[src/strap_cfg_pkg.sv]
`default_nettype none
package strap_cfg_pkg;

  // Strap vector width and field positions
  localparam int unsigned STRAP_W        = 16;
  localparam int unsigned CLK_MULT_LSB   = 0;
  localparam int unsigned CLK_MULT_W     = 3;
  localparam int unsigned ENDIAN_BIT     = 3;
  localparam int unsigned SW_LOW_BIT     = 4;
  localparam int unsigned BOOT_WIDTH_LSB = 5;
  localparam int unsigned BOOT_WIDTH_W   = 2;
  localparam int unsigned RESET_MODE_BIT = 7;
  localparam int unsigned WDOG_DIS_BIT   = 8;
  localparam int unsigned PCI_MODE_LSB   = 9;
  localparam int unsigned PCI_MODE_W     = 3;
  localparam int unsigned SW_HIGH_LSB    = 12;
  localparam int unsigned SW_HIGH_W      = 4;

  // Field encodings
  localparam logic [2:0] CLK_MULT_X2       = 3'h0;
  localparam logic [1:0] BOOT_WIDTH_8      = 2'h0;
  localparam logic [1:0] BOOT_WIDTH_16     = 2'h1;
  localparam logic [1:0] BOOT_WIDTH_32     = 2'h2;
  localparam logic [1:0] BOOT_WIDTH_RSVD   = 2'h3;
  localparam logic       RESET_MODE_NORM   = 1'h0;
  localparam logic [2:0] PCI_DISABLED      = 3'h0;
  localparam logic [2:0] PCI_SAT_NOT_READY = 3'h1;
  localparam logic [2:0] PCI_SAT_SUSPEND   = 3'h2;
  localparam logic [2:0] PCI_HOST_EXT_ARB  = 3'h3;
  localparam logic [2:0] PCI_HOST_FIXED    = 3'h4;
  localparam logic [2:0] PCI_HOST_RR       = 3'h5;
  localparam logic [2:0] PCI_RSVD_6        = 3'h6;
  localparam logic [2:0] PCI_RSVD_7        = 3'h7;

  // Reset values of the held configuration before the first cold reset ends
  localparam logic [15:0] STRAP_RESET_VAL = 16'h0000;

  // System reset output stretch, in master clock cycles
  localparam int unsigned SYS_RESET_CYCLES = 4096;
  localparam int unsigned SYS_RESET_CNT_W  = 13;
  localparam logic [12:0] SYS_RESET_LAST   = 13'(SYS_RESET_CYCLES - 1);

  // Sequencer states, one-hot
  typedef enum logic [2:0] {
    ST_COLD    = 3'b001,
    ST_STRETCH = 3'b010,
    ST_RUN     = 3'b100
  } seq_state_e;

endpackage : strap_cfg_pkg
`default_nettype wire

[src/boot_strap_vector_decoder.sv]
// Operation
// - Sample straps during cold reset, use afterwards
// - Bits 2:0 pick PLL factor, 0 is x2
// - Bit 3: 0 little, 1 big endian
// - Bit 4 recorded for software only
// - Bits 15:12 recorded for software only
// - Bits 6:5 give boot device width
// - Bit 7 zero: system reset 4096 cycles
// - Bit 8 one disables the watchdog
// - Bits 11:9 select PCI interface mode
// - PCI enable resets to one for 1,2
// - Mode 2 holds CPU execution suspended
// - Modes 4,5 internal arbiter, fixed/round-robin
`timescale 1ns/1ps
`default_nettype none

module boot_strap_vector_decoder
  import strap_cfg_pkg::*;
(
  input  wire logic        core_clk,
  input  wire logic        resetn,
  input  wire logic        cold_reset_n,
  input  wire logic [15:0] memory_data_strap_pins,
  output logic             config_valid,
  output logic             system_reset_output_n,
  output logic [2:0]       cpu_clock_mult,
  output logic             cpu_clock_mult_reserved,
  output logic             big_endian,
  output logic [1:0]       boot_width,
  output logic             boot_width_reserved,
  output logic             reset_mode_reserved,
  output logic             watchdog_disable,
  output logic [2:0]       pci_mode,
  output logic             pci_mode_reserved,
  output logic             pci_enabled,
  output logic             pci_satellite,
  output logic             pci_host,
  output logic             pci_internal_arbiter,
  output logic             pci_round_robin,
  output logic             pci_enable_reset_value,
  output logic             cpu_suspend,
  output logic [15:0]      recorded_strap_field
);

  // Field slices of a strap vector; used for the reset value and at the latch
  function automatic logic [2:0] mult_field(input logic [15:0] vec);
    mult_field = vec[CLK_MULT_LSB +: CLK_MULT_W];
  endfunction : mult_field

  function automatic logic [1:0] width_field(input logic [15:0] vec);
    width_field = vec[BOOT_WIDTH_LSB +: BOOT_WIDTH_W];
  endfunction : width_field

  function automatic logic [2:0] mode_field(input logic [15:0] vec);
    mode_field = vec[PCI_MODE_LSB +: PCI_MODE_W];
  endfunction : mode_field

  // Reserved codes are passed on and flagged; the consumer decides what to do
  function automatic logic mult_is_reserved(input logic [15:0] vec);
    mult_is_reserved = (mult_field(vec) != CLK_MULT_X2);
  endfunction : mult_is_reserved

  function automatic logic width_is_reserved(input logic [15:0] vec);
    width_is_reserved = (width_field(vec) == BOOT_WIDTH_RSVD);
  endfunction : width_is_reserved

  function automatic logic reset_mode_is_reserved(input logic [15:0] vec);
    reset_mode_is_reserved = (vec[RESET_MODE_BIT] != RESET_MODE_NORM);
  endfunction : reset_mode_is_reserved

  // PCI mode decode, shared by the reset value and the latch
  function automatic logic pci_is_reserved(input logic [2:0] mode);
    pci_is_reserved = (mode == PCI_RSVD_6) || (mode == PCI_RSVD_7);
  endfunction : pci_is_reserved

  function automatic logic pci_en_init(input logic [2:0] mode);
    pci_en_init = (mode == PCI_SAT_NOT_READY) || (mode == PCI_SAT_SUSPEND);
  endfunction : pci_en_init

  function automatic logic pci_is_on(input logic [2:0] mode);
    pci_is_on = (mode != PCI_DISABLED) && !pci_is_reserved(mode);
  endfunction : pci_is_on

  function automatic logic pci_is_host(input logic [2:0] mode);
    pci_is_host = (mode == PCI_HOST_EXT_ARB) || (mode == PCI_HOST_FIXED)
                  || (mode == PCI_HOST_RR);
  endfunction : pci_is_host

  function automatic logic pci_is_internal(input logic [2:0] mode);
    pci_is_internal = (mode == PCI_HOST_FIXED) || (mode == PCI_HOST_RR);
  endfunction : pci_is_internal

  function automatic logic pci_is_rr(input logic [2:0] mode);
    pci_is_rr = (mode == PCI_HOST_RR);
  endfunction : pci_is_rr

  function automatic logic pci_is_suspend(input logic [2:0] mode);
    pci_is_suspend = (mode == PCI_SAT_SUSPEND);
  endfunction : pci_is_suspend

  seq_state_e                 state_q;
  seq_state_e                 state_d;
  logic [15:0]                sample_q;
  logic [15:0]                strap_q;
  logic [SYS_RESET_CNT_W-1:0] stretch_q;
  logic                       cold_release;
  logic                       stretch_done;
  logic [2:0]                 latch_mode;
  logic [2:0]                 mult_q;
  logic                       mult_rsvd_q;
  logic                       big_endian_q;
  logic [1:0]                 width_q;
  logic                       width_rsvd_q;
  logic                       reset_mode_rsvd_q;
  logic                       wdog_dis_q;
  logic [2:0]                 pci_mode_q;
  logic                       pci_rsvd_q;
  logic                       pci_on_q;
  logic                       pci_sat_q;
  logic                       pci_host_q;
  logic                       pci_int_arb_q;
  logic                       pci_rr_q;
  logic                       pci_en_init_q;
  logic                       cpu_suspend_q;

  assign cold_release = (state_q == ST_COLD) && cold_reset_n;
  assign stretch_done = (stretch_q == SYS_RESET_LAST);
  // Decode the sample about to be frozen, so flags land with the vector
  assign latch_mode   = mode_field(sample_q);

  // Track the pins every cycle of cold reset; the last sample wins
  always_ff @(posedge core_clk)
  begin
    if (!resetn)
      sample_q <= STRAP_RESET_VAL;
    else if (!cold_reset_n)
      sample_q <= memory_data_strap_pins;
  end

  // Freeze the vector at release so a glitch afterwards cannot reconfigure
  always_ff @(posedge core_clk)
  begin
    if (!resetn)
      strap_q <= STRAP_RESET_VAL;
    else if (cold_release)
      strap_q <= sample_q;
  end

  // Sequencer: cold reset, reset stretch, running
  always_comb
  begin
    state_d = state_q;
    unique case (state_q)
      ST_COLD:
        if (cold_reset_n)
          state_d = ST_STRETCH;
      ST_STRETCH:
        if (!cold_reset_n)
          state_d = ST_COLD;
        else if (stretch_done)
          state_d = ST_RUN;
      ST_RUN:
        if (!cold_reset_n)
          state_d = ST_COLD;
      default:
        state_d = ST_COLD;
    endcase
  end

  always_ff @(posedge core_clk)
  begin
    if (!resetn)
      state_q <= ST_COLD;
    else
      state_q <= state_d;
  end

  // Stretch counter; the reserved reset mode still gets the normal length
  always_ff @(posedge core_clk)
  begin
    if (!resetn)
      stretch_q <= '0;
    else if (state_q == ST_STRETCH)
      stretch_q <= stretch_q + SYS_RESET_CNT_W'(1);
    else
      stretch_q <= '0;
  end

  // System reset stays low through cold reset and the stretch
  assign system_reset_output_n = (state_q == ST_RUN);
  assign config_valid          = (state_q != ST_COLD);

  // Clock multiplier; reserved codes are flagged, the PLL side decides
  always_ff @(posedge core_clk)
  begin
    if (!resetn)
    begin
      mult_q      <= mult_field(STRAP_RESET_VAL);
      mult_rsvd_q <= mult_is_reserved(STRAP_RESET_VAL);
    end
    else if (cold_release)
    begin
      mult_q      <= mult_field(sample_q);
      mult_rsvd_q <= mult_is_reserved(sample_q);
    end
  end

  // Byte order
  always_ff @(posedge core_clk)
  begin
    if (!resetn)
      big_endian_q <= STRAP_RESET_VAL[ENDIAN_BIT];
    else if (cold_release)
      big_endian_q <= sample_q[ENDIAN_BIT];
  end

  // Boot device width
  always_ff @(posedge core_clk)
  begin
    if (!resetn)
    begin
      width_q      <= width_field(STRAP_RESET_VAL);
      width_rsvd_q <= width_is_reserved(STRAP_RESET_VAL);
    end
    else if (cold_release)
    begin
      width_q      <= width_field(sample_q);
      width_rsvd_q <= width_is_reserved(sample_q);
    end
  end

  // Reset mode; the reserved setting only raises a flag, length is unchanged
  always_ff @(posedge core_clk)
  begin
    if (!resetn)
      reset_mode_rsvd_q <= reset_mode_is_reserved(STRAP_RESET_VAL);
    else if (cold_release)
      reset_mode_rsvd_q <= reset_mode_is_reserved(sample_q);
  end

  // Watchdog state after cold reset
  always_ff @(posedge core_clk)
  begin
    if (!resetn)
      wdog_dis_q <= STRAP_RESET_VAL[WDOG_DIS_BIT];
    else if (cold_release)
      wdog_dis_q <= sample_q[WDOG_DIS_BIT];
  end

  // PCI mode and its class flags
  always_ff @(posedge core_clk)
  begin
    if (!resetn)
    begin
      pci_mode_q <= mode_field(STRAP_RESET_VAL);
      pci_rsvd_q <= pci_is_reserved(mode_field(STRAP_RESET_VAL));
      pci_on_q   <= pci_is_on(mode_field(STRAP_RESET_VAL));
      pci_sat_q  <= pci_en_init(mode_field(STRAP_RESET_VAL));
      pci_host_q <= pci_is_host(mode_field(STRAP_RESET_VAL));
    end
    else if (cold_release)
    begin
      pci_mode_q <= latch_mode;
      pci_rsvd_q <= pci_is_reserved(latch_mode);
      pci_on_q   <= pci_is_on(latch_mode);
      pci_sat_q  <= pci_en_init(latch_mode);
      pci_host_q <= pci_is_host(latch_mode);
    end
  end

  // Internal arbiter and its policy
  always_ff @(posedge core_clk)
  begin
    if (!resetn)
    begin
      pci_int_arb_q <= pci_is_internal(mode_field(STRAP_RESET_VAL));
      pci_rr_q      <= pci_is_rr(mode_field(STRAP_RESET_VAL));
    end
    else if (cold_release)
    begin
      pci_int_arb_q <= pci_is_internal(latch_mode);
      pci_rr_q      <= pci_is_rr(latch_mode);
    end
  end

  // Reset value for the enable bit of the PCI control register
  always_ff @(posedge core_clk)
  begin
    if (!resetn)
      pci_en_init_q <= pci_en_init(mode_field(STRAP_RESET_VAL));
    else if (cold_release)
      pci_en_init_q <= pci_en_init(latch_mode);
  end

  // CPU held until the host side releases it elsewhere
  always_ff @(posedge core_clk)
  begin
    if (!resetn)
      cpu_suspend_q <= pci_is_suspend(mode_field(STRAP_RESET_VAL));
    else if (cold_release)
      cpu_suspend_q <= pci_is_suspend(latch_mode);
  end

  // Configuration outputs straight from the flops
  assign cpu_clock_mult          = mult_q;
  assign cpu_clock_mult_reserved = mult_rsvd_q;
  assign big_endian              = big_endian_q;
  assign boot_width              = width_q;
  assign boot_width_reserved     = width_rsvd_q;
  assign reset_mode_reserved     = reset_mode_rsvd_q;
  assign watchdog_disable        = wdog_dis_q;
  assign pci_mode                = pci_mode_q;
  assign pci_mode_reserved       = pci_rsvd_q;
  assign pci_enabled             = pci_on_q;
  assign pci_satellite           = pci_sat_q;
  assign pci_host                = pci_host_q;
  assign pci_internal_arbiter    = pci_int_arb_q;
  assign pci_round_robin         = pci_rr_q;
  assign pci_enable_reset_value  = pci_en_init_q;
  assign cpu_suspend             = cpu_suspend_q;

  // Whole vector kept for software, reserved bits included
  assign recorded_strap_field = strap_q;

endmodule : boot_strap_vector_decoder

`default_nettype wire

[config.mk]
export PLATFORM = sky130hd
export DESIGN_NAME = boot_strap_vector_decoder
export DESIGN_NICKNAME = d
export VERILOG_FILES = /design/src/strap_cfg_pkg.sv /design/src/boot_strap_vector_decoder.sv
export SDC_FILE = /design/constraint.sdc
export NUM_CORES = 1
export LEC_CHECK = 0
export ABC_AREA = 1
export ABC_CLOCK_PERIOD_IN_PS = 2900
export CAP_MARGIN = 20
export CORE_ASPECT_RATIO = 0.75
export CORE_UTILIZATION = 65
export CTS_CLUSTER_SIZE = 8
export DETAILED_ROUTE_END_ITERATION = 10
export DONT_BUFFER_PORTS = 1
export PLACE_DENSITY = 0.81
export SLEW_MARGIN = 40
export SYNTH_ARGS = -nofsm -noshare
export SYNTH_HDL_FRONTEND = slang
export SYNTH_SLANG_ARGS = --single-unit
[constraint.sdc]
create_clock -name core_clk -period 2.9 [get_ports core_clk]
set_input_delay 0 -clock core_clk [delete_from_list [all_inputs] [get_ports core_clk]]
set_output_delay 0 -clock core_clk [all_outputs]
set_load 0.03 [all_outputs]
Word-level counts from Yosys, hierarchy flattened --
Cells that the tools add are included.
Operators by class: multipliers 0, equal/unequal tests 16, div/mod/pow operators 0, magnitude comparators 0, multiplexer cells 5, bitwise operators 0, shifts and indexed selects 0, reductions and logical operators 12, add/sub/neg operators 1
Operators with widths (number):
- $eq 3x3->1 const B | 5
- $add 13x1->13 const B | 1
- $eq 13x12->1 const B | 1
- $mux 3 | 4
- $eq 3x2->1 const B | 3
- $pmux 3 s3 | 1
- $eq 3x1->1 const B | 2
- $reduce_bool 3->1 | 2
- $logic_or 1x1->1 | 5
- $ne 2x2->1 const B | 2
- $ne 3x1->1 const B | 1
- $ne 3x3->1 const B | 1
- $reduce_and 3->1 | 1
- $eq 2x2->1 const B | 1
- $logic_and 1x1->1 | 2
- $reduce_and 2->1 | 1
- $logic_not 1->1 | 1
Word-level totals: memories kept 0, input bits 19, flip-flop bits (word level) 68, latch bits 0, bits in writable memories 0, bits in read-only memories 0, logic and storage cells 53

Longest topological paths before layout --
depth in word-level cells 4, gate-level depth with buffers 8, mapped depth without buffers 8

Worst setup path after synthesis --
No wires, ideal clock.
kind reg2reg, start register state_q[0], end register state_q[0], slack 1.369 ns, buffers on the path 0, cell stages (with the launch flop) 5, library setup time 0.114 ns, data arrival time 1.417 ns, data required time 2.786 ns, cells stage by stage dfxtp_1 > nor3_1 > o21ai_0 > nand2_1 > nand2_1
On the way: cells in the longest elaborated chain, start to end 3
RTL lines:
- start: declaration | line boot_strap_vector_decoder.sv:101 | seq_state_e state_q;
- start signal: assignment | line boot_strap_vector_decoder.sv:175 | state_q <= state_d;
- $eq 3x3->1 (*)
- via system_reset_output_n | line boot_strap_vector_decoder.sv:25 | output logic system_reset_output_n,
- $ne 2x2->1 (no source line)
- $reduce_and 3->1 (no source line)
Mark *: on every way through the listed nets, which the timed path passes. The rest lies on a longest branch. A chain may end at the register's enable or synchronous reset.

Worst setup path after layout --
start input cold_reset_n, end register strap_q[4], in the netlist recorded_strap_field[4]
On the way: cells in the longest elaborated chain, start to end 1
RTL lines:
- start: declaration | line boot_strap_vector_decoder.sv:22 | input wire logic cold_reset_n,
- $logic_and 1x1->1 | line boot_strap_vector_decoder.sv:126 | assign cold_release = (state_q == ST_COLD) && cold_reset_n;
- end signal: assignment | line boot_strap_vector_decoder.sv:146 | strap_q <= sample_q;
- end: declaration | line boot_strap_vector_decoder.sv:104 | logic [15:0] strap_q;
Every way passes these cells.

==> metrics.txt <==
Worst Path Required 3.09 ns; crit start category primary input; sequential cell area fraction in the yosys report 49.2%; final critical delay including setup and external delays 1.96 ns; number of buffers on the longest clock path 2; Die Y 53.7 um; uppermost signal routing layer after detailed routing met4; Total Nets Final 326; Hold/Removal Path Class primary input to flop; clock buffer count from CTS 9; via count of the first global-routing pass 1,717; ranking of synthesized cells by area sky130_fd_sc_hd__dfxtp_1, sky130_fd_sc_hd__nand2_1, sky130_fd_sc_hd__a21oi_1; number of enable flip-flop cells after synthesis 0; warning count from the yosys run 0; Design Area, Final approximately 2500 um^2; adder and majority gate portion of the synthesized area 0.540%; total number of H-tree levels 3; pin count of the biggest net entering global routing 35; starting density of the core approximately 70%; source-to-sink clock delay at the later pin of the worst-skew pair 0.33 ns; cell depth of the worst min-delay path 2; ports placed on the boundary 58; DRC violation count after routing 6; delay of the slowest cell on the worst path between 1 and 1.5 ns; antenna viol nets, final 0; post-synthesis sequential element count 57; Synth Instances 300; cell with the largest stage delay on the worst path sky130_fd_sc_hd__dlygate4sd3_1; via count ~1,900; detailed-routing wirelength on met1 between 2000 and 2500 um; clock tree sinks 57; number of slew-limit violations in the final report 0; hold violation total from the final report 0; Routed WL per cell 13.5 um; buffer cell driving the clock tree root sky130_fd_sc_hd__clkbuf_8; met2 wire length 2070 um; Tot Pwr 1.62 mW; final clock period utilization by the worst path 67.5%; Simple-Gate Fraction of Synth Area roughly 25%; detailed-routed wire length on met3 454 um; power per unit of standard cell area 637 nW/um^2; Static Leak about 0.95 nW; setup repair after global routing missed its margin no; GR Util All Layers 27.3%; filler cell count in the final layout 257; Final setup viols 0; number of distinct standard cells referenced by the synthesized netlist 28; top-area cell type share of the netlist area 49.2%; wire length of the first global-routing pass 7620 um; iteration count of the initial detailed-routing pass 7; final antenna diode count 0; max-capacitance violation count 0; Synth Area in Compound Gates 13.5%; Clock transition at path regs 0.06 ns; Max transition margin 48.1%; dominant combinational cell family by area after synthesis simple AND/OR/NAND/NOR gates; total grt overflow 0; Final Wtd Congestion about 0.84; number of nets produced by synthesis 320; die outline width 71.0 um; CP Cell Sequence dlygate4sd3_1 -> inv_2 -> nor2_8 -> inv_4 -> nand2_1 -> a21oi_1; cell depth of the worst setup path 6; Top delay family on crit path buffers and inverters; most instantiated cells after synthesis sky130_fd_sc_hd__nand2_1, sky130_fd_sc_hd__dfxtp_1, sky130_fd_sc_hd__nor2_1; Setup Skew between 0.007 and 0.008 ns; via/cell ratio 5.34; status complete, but fails checks; initial antenna violation count 0; Mapped Avg Cell Area 7.73 um^2; transition time at the pin with the least slew margin around 0.78 ns; Synth Area in XOR/XNOR roughly 1.5%; share of post-route cells with drive strength above 1 8.36%; largest driver fanout on the critical path 25; Port-buffer cells 0; cell taking the most area after synthesis sky130_fd_sc_hd__dfxtp_1; area added between synthesis and finish 9.71%; TritonCTS clock tree done; Post-DP Area 2210 um^2; total die area 3810 um^2; cells on worst reg2reg path 6; CP Data Arrival Time 2.15 ns; peak clock frequency supported by timing 511 MHz; fraction of registers with async set/reset 0%; category of the most critical setup path primary input to flop; endpoint kind of the worst setup timing path flop; synthesized cell area 2320 um^2; core area roughly 3400 um^2; total wire length after detailed routing 4730 um; multiplexer share of the synthesized area 0%; violated checks DRC; buffer and inverter count on the worst path 3; number of violations reported at the end of detailed-routing iteration 0 ~90; setup_tns 0 ns; number of rows created at floorplan 18; most numerous cell in the Yosys netlist sky130_fd_sc_hd__nand2_1; detailed-placement wirelength estimate 3040 um; Max VDD drop 489 uV; Top FF cell, synth sky130_fd_sc_hd__dfxtp_1
-- cells in the final DEF, fill, tap and decap left out --
cell | synthesis | layout
sky130_fd_sc_hd__nand2_1 | 76 | 76
sky130_fd_sc_hd__dfxtp_1 | 57 | 57
sky130_fd_sc_hd__nor2_1 | 40 | 40
sky130_fd_sc_hd__a21oi_1 | 35 | 35
sky130_fd_sc_hd__inv_1 | 18 | 18
sky130_fd_sc_hd__dlygate4sd3_1 | 0 | 18
sky130_fd_sc_hd__o21ai_0 | 16 | 16
sky130_fd_sc_hd__clkbuf_8 | 0 | 9
sky130_fd_sc_hd__nand3_1 | 7 | 7
sky130_fd_sc_hd__a21oi_2 | 4 | 4
sky130_fd_sc_hd__clkinv_2 | 0 | 4
sky130_fd_sc_hd__nor3_1 | 3 | 3
sky130_fd_sc_hd__clkbuf_1 | 5 | 3
sky130_fd_sc_hd__inv_2 | 2 | 2
sky130_fd_sc_hd__a211oi_1 | 2 | 2
sky130_fd_sc_hd__nand4_1 | 2 | 2
sky130_fd_sc_hd__nor2_2 | 2 | 2
sky130_fd_sc_hd__xor2_1 | 2 | 2
sky130_fd_sc_hd__xnor2_1 | 2 | 2
sky130_fd_sc_hd__nand3_4 | 1 | 1
sky130_fd_sc_hd__nor2_8 | 1 | 1
sky130_fd_sc_hd__inv_4 | 1 | 1
sky130_fd_sc_hd__o31ai_1 | 1 | 1
sky130_fd_sc_hd__nand3b_1 | 1 | 1
sky130_fd_sc_hd__or2_1 | 1 | 1
sky130_fd_sc_hd__or2_2 | 1 | 1
sky130_fd_sc_hd__ha_1 | 1 | 1
sky130_fd_sc_hd__buf_4 | 12 | 1
-- state kept, by name, summed over array words and instances, names as in the netlist, 3 cells and up --
register,count
recorded_strap_field,16
sample_q,16
stretch_q,13
state_q,3
-- path summary, 6_finish.rpt --
path | to | start | slack, ns
worst min register to register | stretch_q[0] | stretch_q[0] | 0.44
worst max-delay path | recorded_strap_field[4] | cold_reset_n | 0.94
worst max register to register | recorded_strap_field[4] | state_q[2] | 1.43
worst min-delay path | recorded_strap_field[11] | resetn | 0.07
-- worst reg2reg max path, delay by kind of cell (launching register included) --
kind            cells  cell delay (ns)
simple gates        3             0.65
flops               1             0.31
buf+inv             2             0.30
compound gates      1             0.07
-- logic make-up after synthesis --
kind of cell               Yosys count
AOI/OAI and AO/OA                   58
xor gates and xnor gates             4
adders and majority gates            1
buffers and inverters               45
DFF                                 57
and+or+nand+nor                    135
-- power by group --
part	switching [mW]	internal (mW)
Combinational	0.0869	0.0488
Clock	0.290	0.304
Sequential	0.0733	0.817
-- per-stage QoR --
step / hold WS [ns] / worst slack [ns] / std cells / utilization (%)
floorplan: 0.138 / 1.37 / 300 / -
global placement: 0.0924 / 1.49 / 317 / 65.8
detailed placement: 0.105 / 1.43 / 317 / 65.8
CTS: 0.0599 / 0.962 / 351 / 75.8
global route: 0.0962 / 0.765 / 351 / 75.8
finish: 0.0687 / 0.942 / 351 / 75.8
-- cell type report --
class / count / area (um^2) / share of cell area, %
well taps: 40 / 50.0 / 1.97
inverters: 21 / 81.3 / 3.20
flip-flops and latches: 57 / 1140 / 44.9
clock inverters: 4 / 20.0 / 0.787
repair buffers: 19 / 188 / 7.38
multi-input cells: 198 / 928 / 36.5
clock buffers: 12 / 135 / 5.31
-- repair_timing --
action | in CTS | in global routing
endpoints found under the hold margin | 22 | 0
setup endpoints to repair | 0 | 0
hold buffers | 18 | 0
gates resized for setup | 0 | 0
buffers inserted | 0 | 0
-- per-layer routing --
| layer | vias to the layer above | track usage, % |
|---|---|---|
| met2 | 65 | 42.5 |
| met5 | - | 0 |
| met1 | 841 | 32.8 |
| li1 | 961 | - |
| met3 | 9 | 10.9 |
| met4 | 0 | 16.0 |
Note: power is estimated with default switching activity, not from simulation.
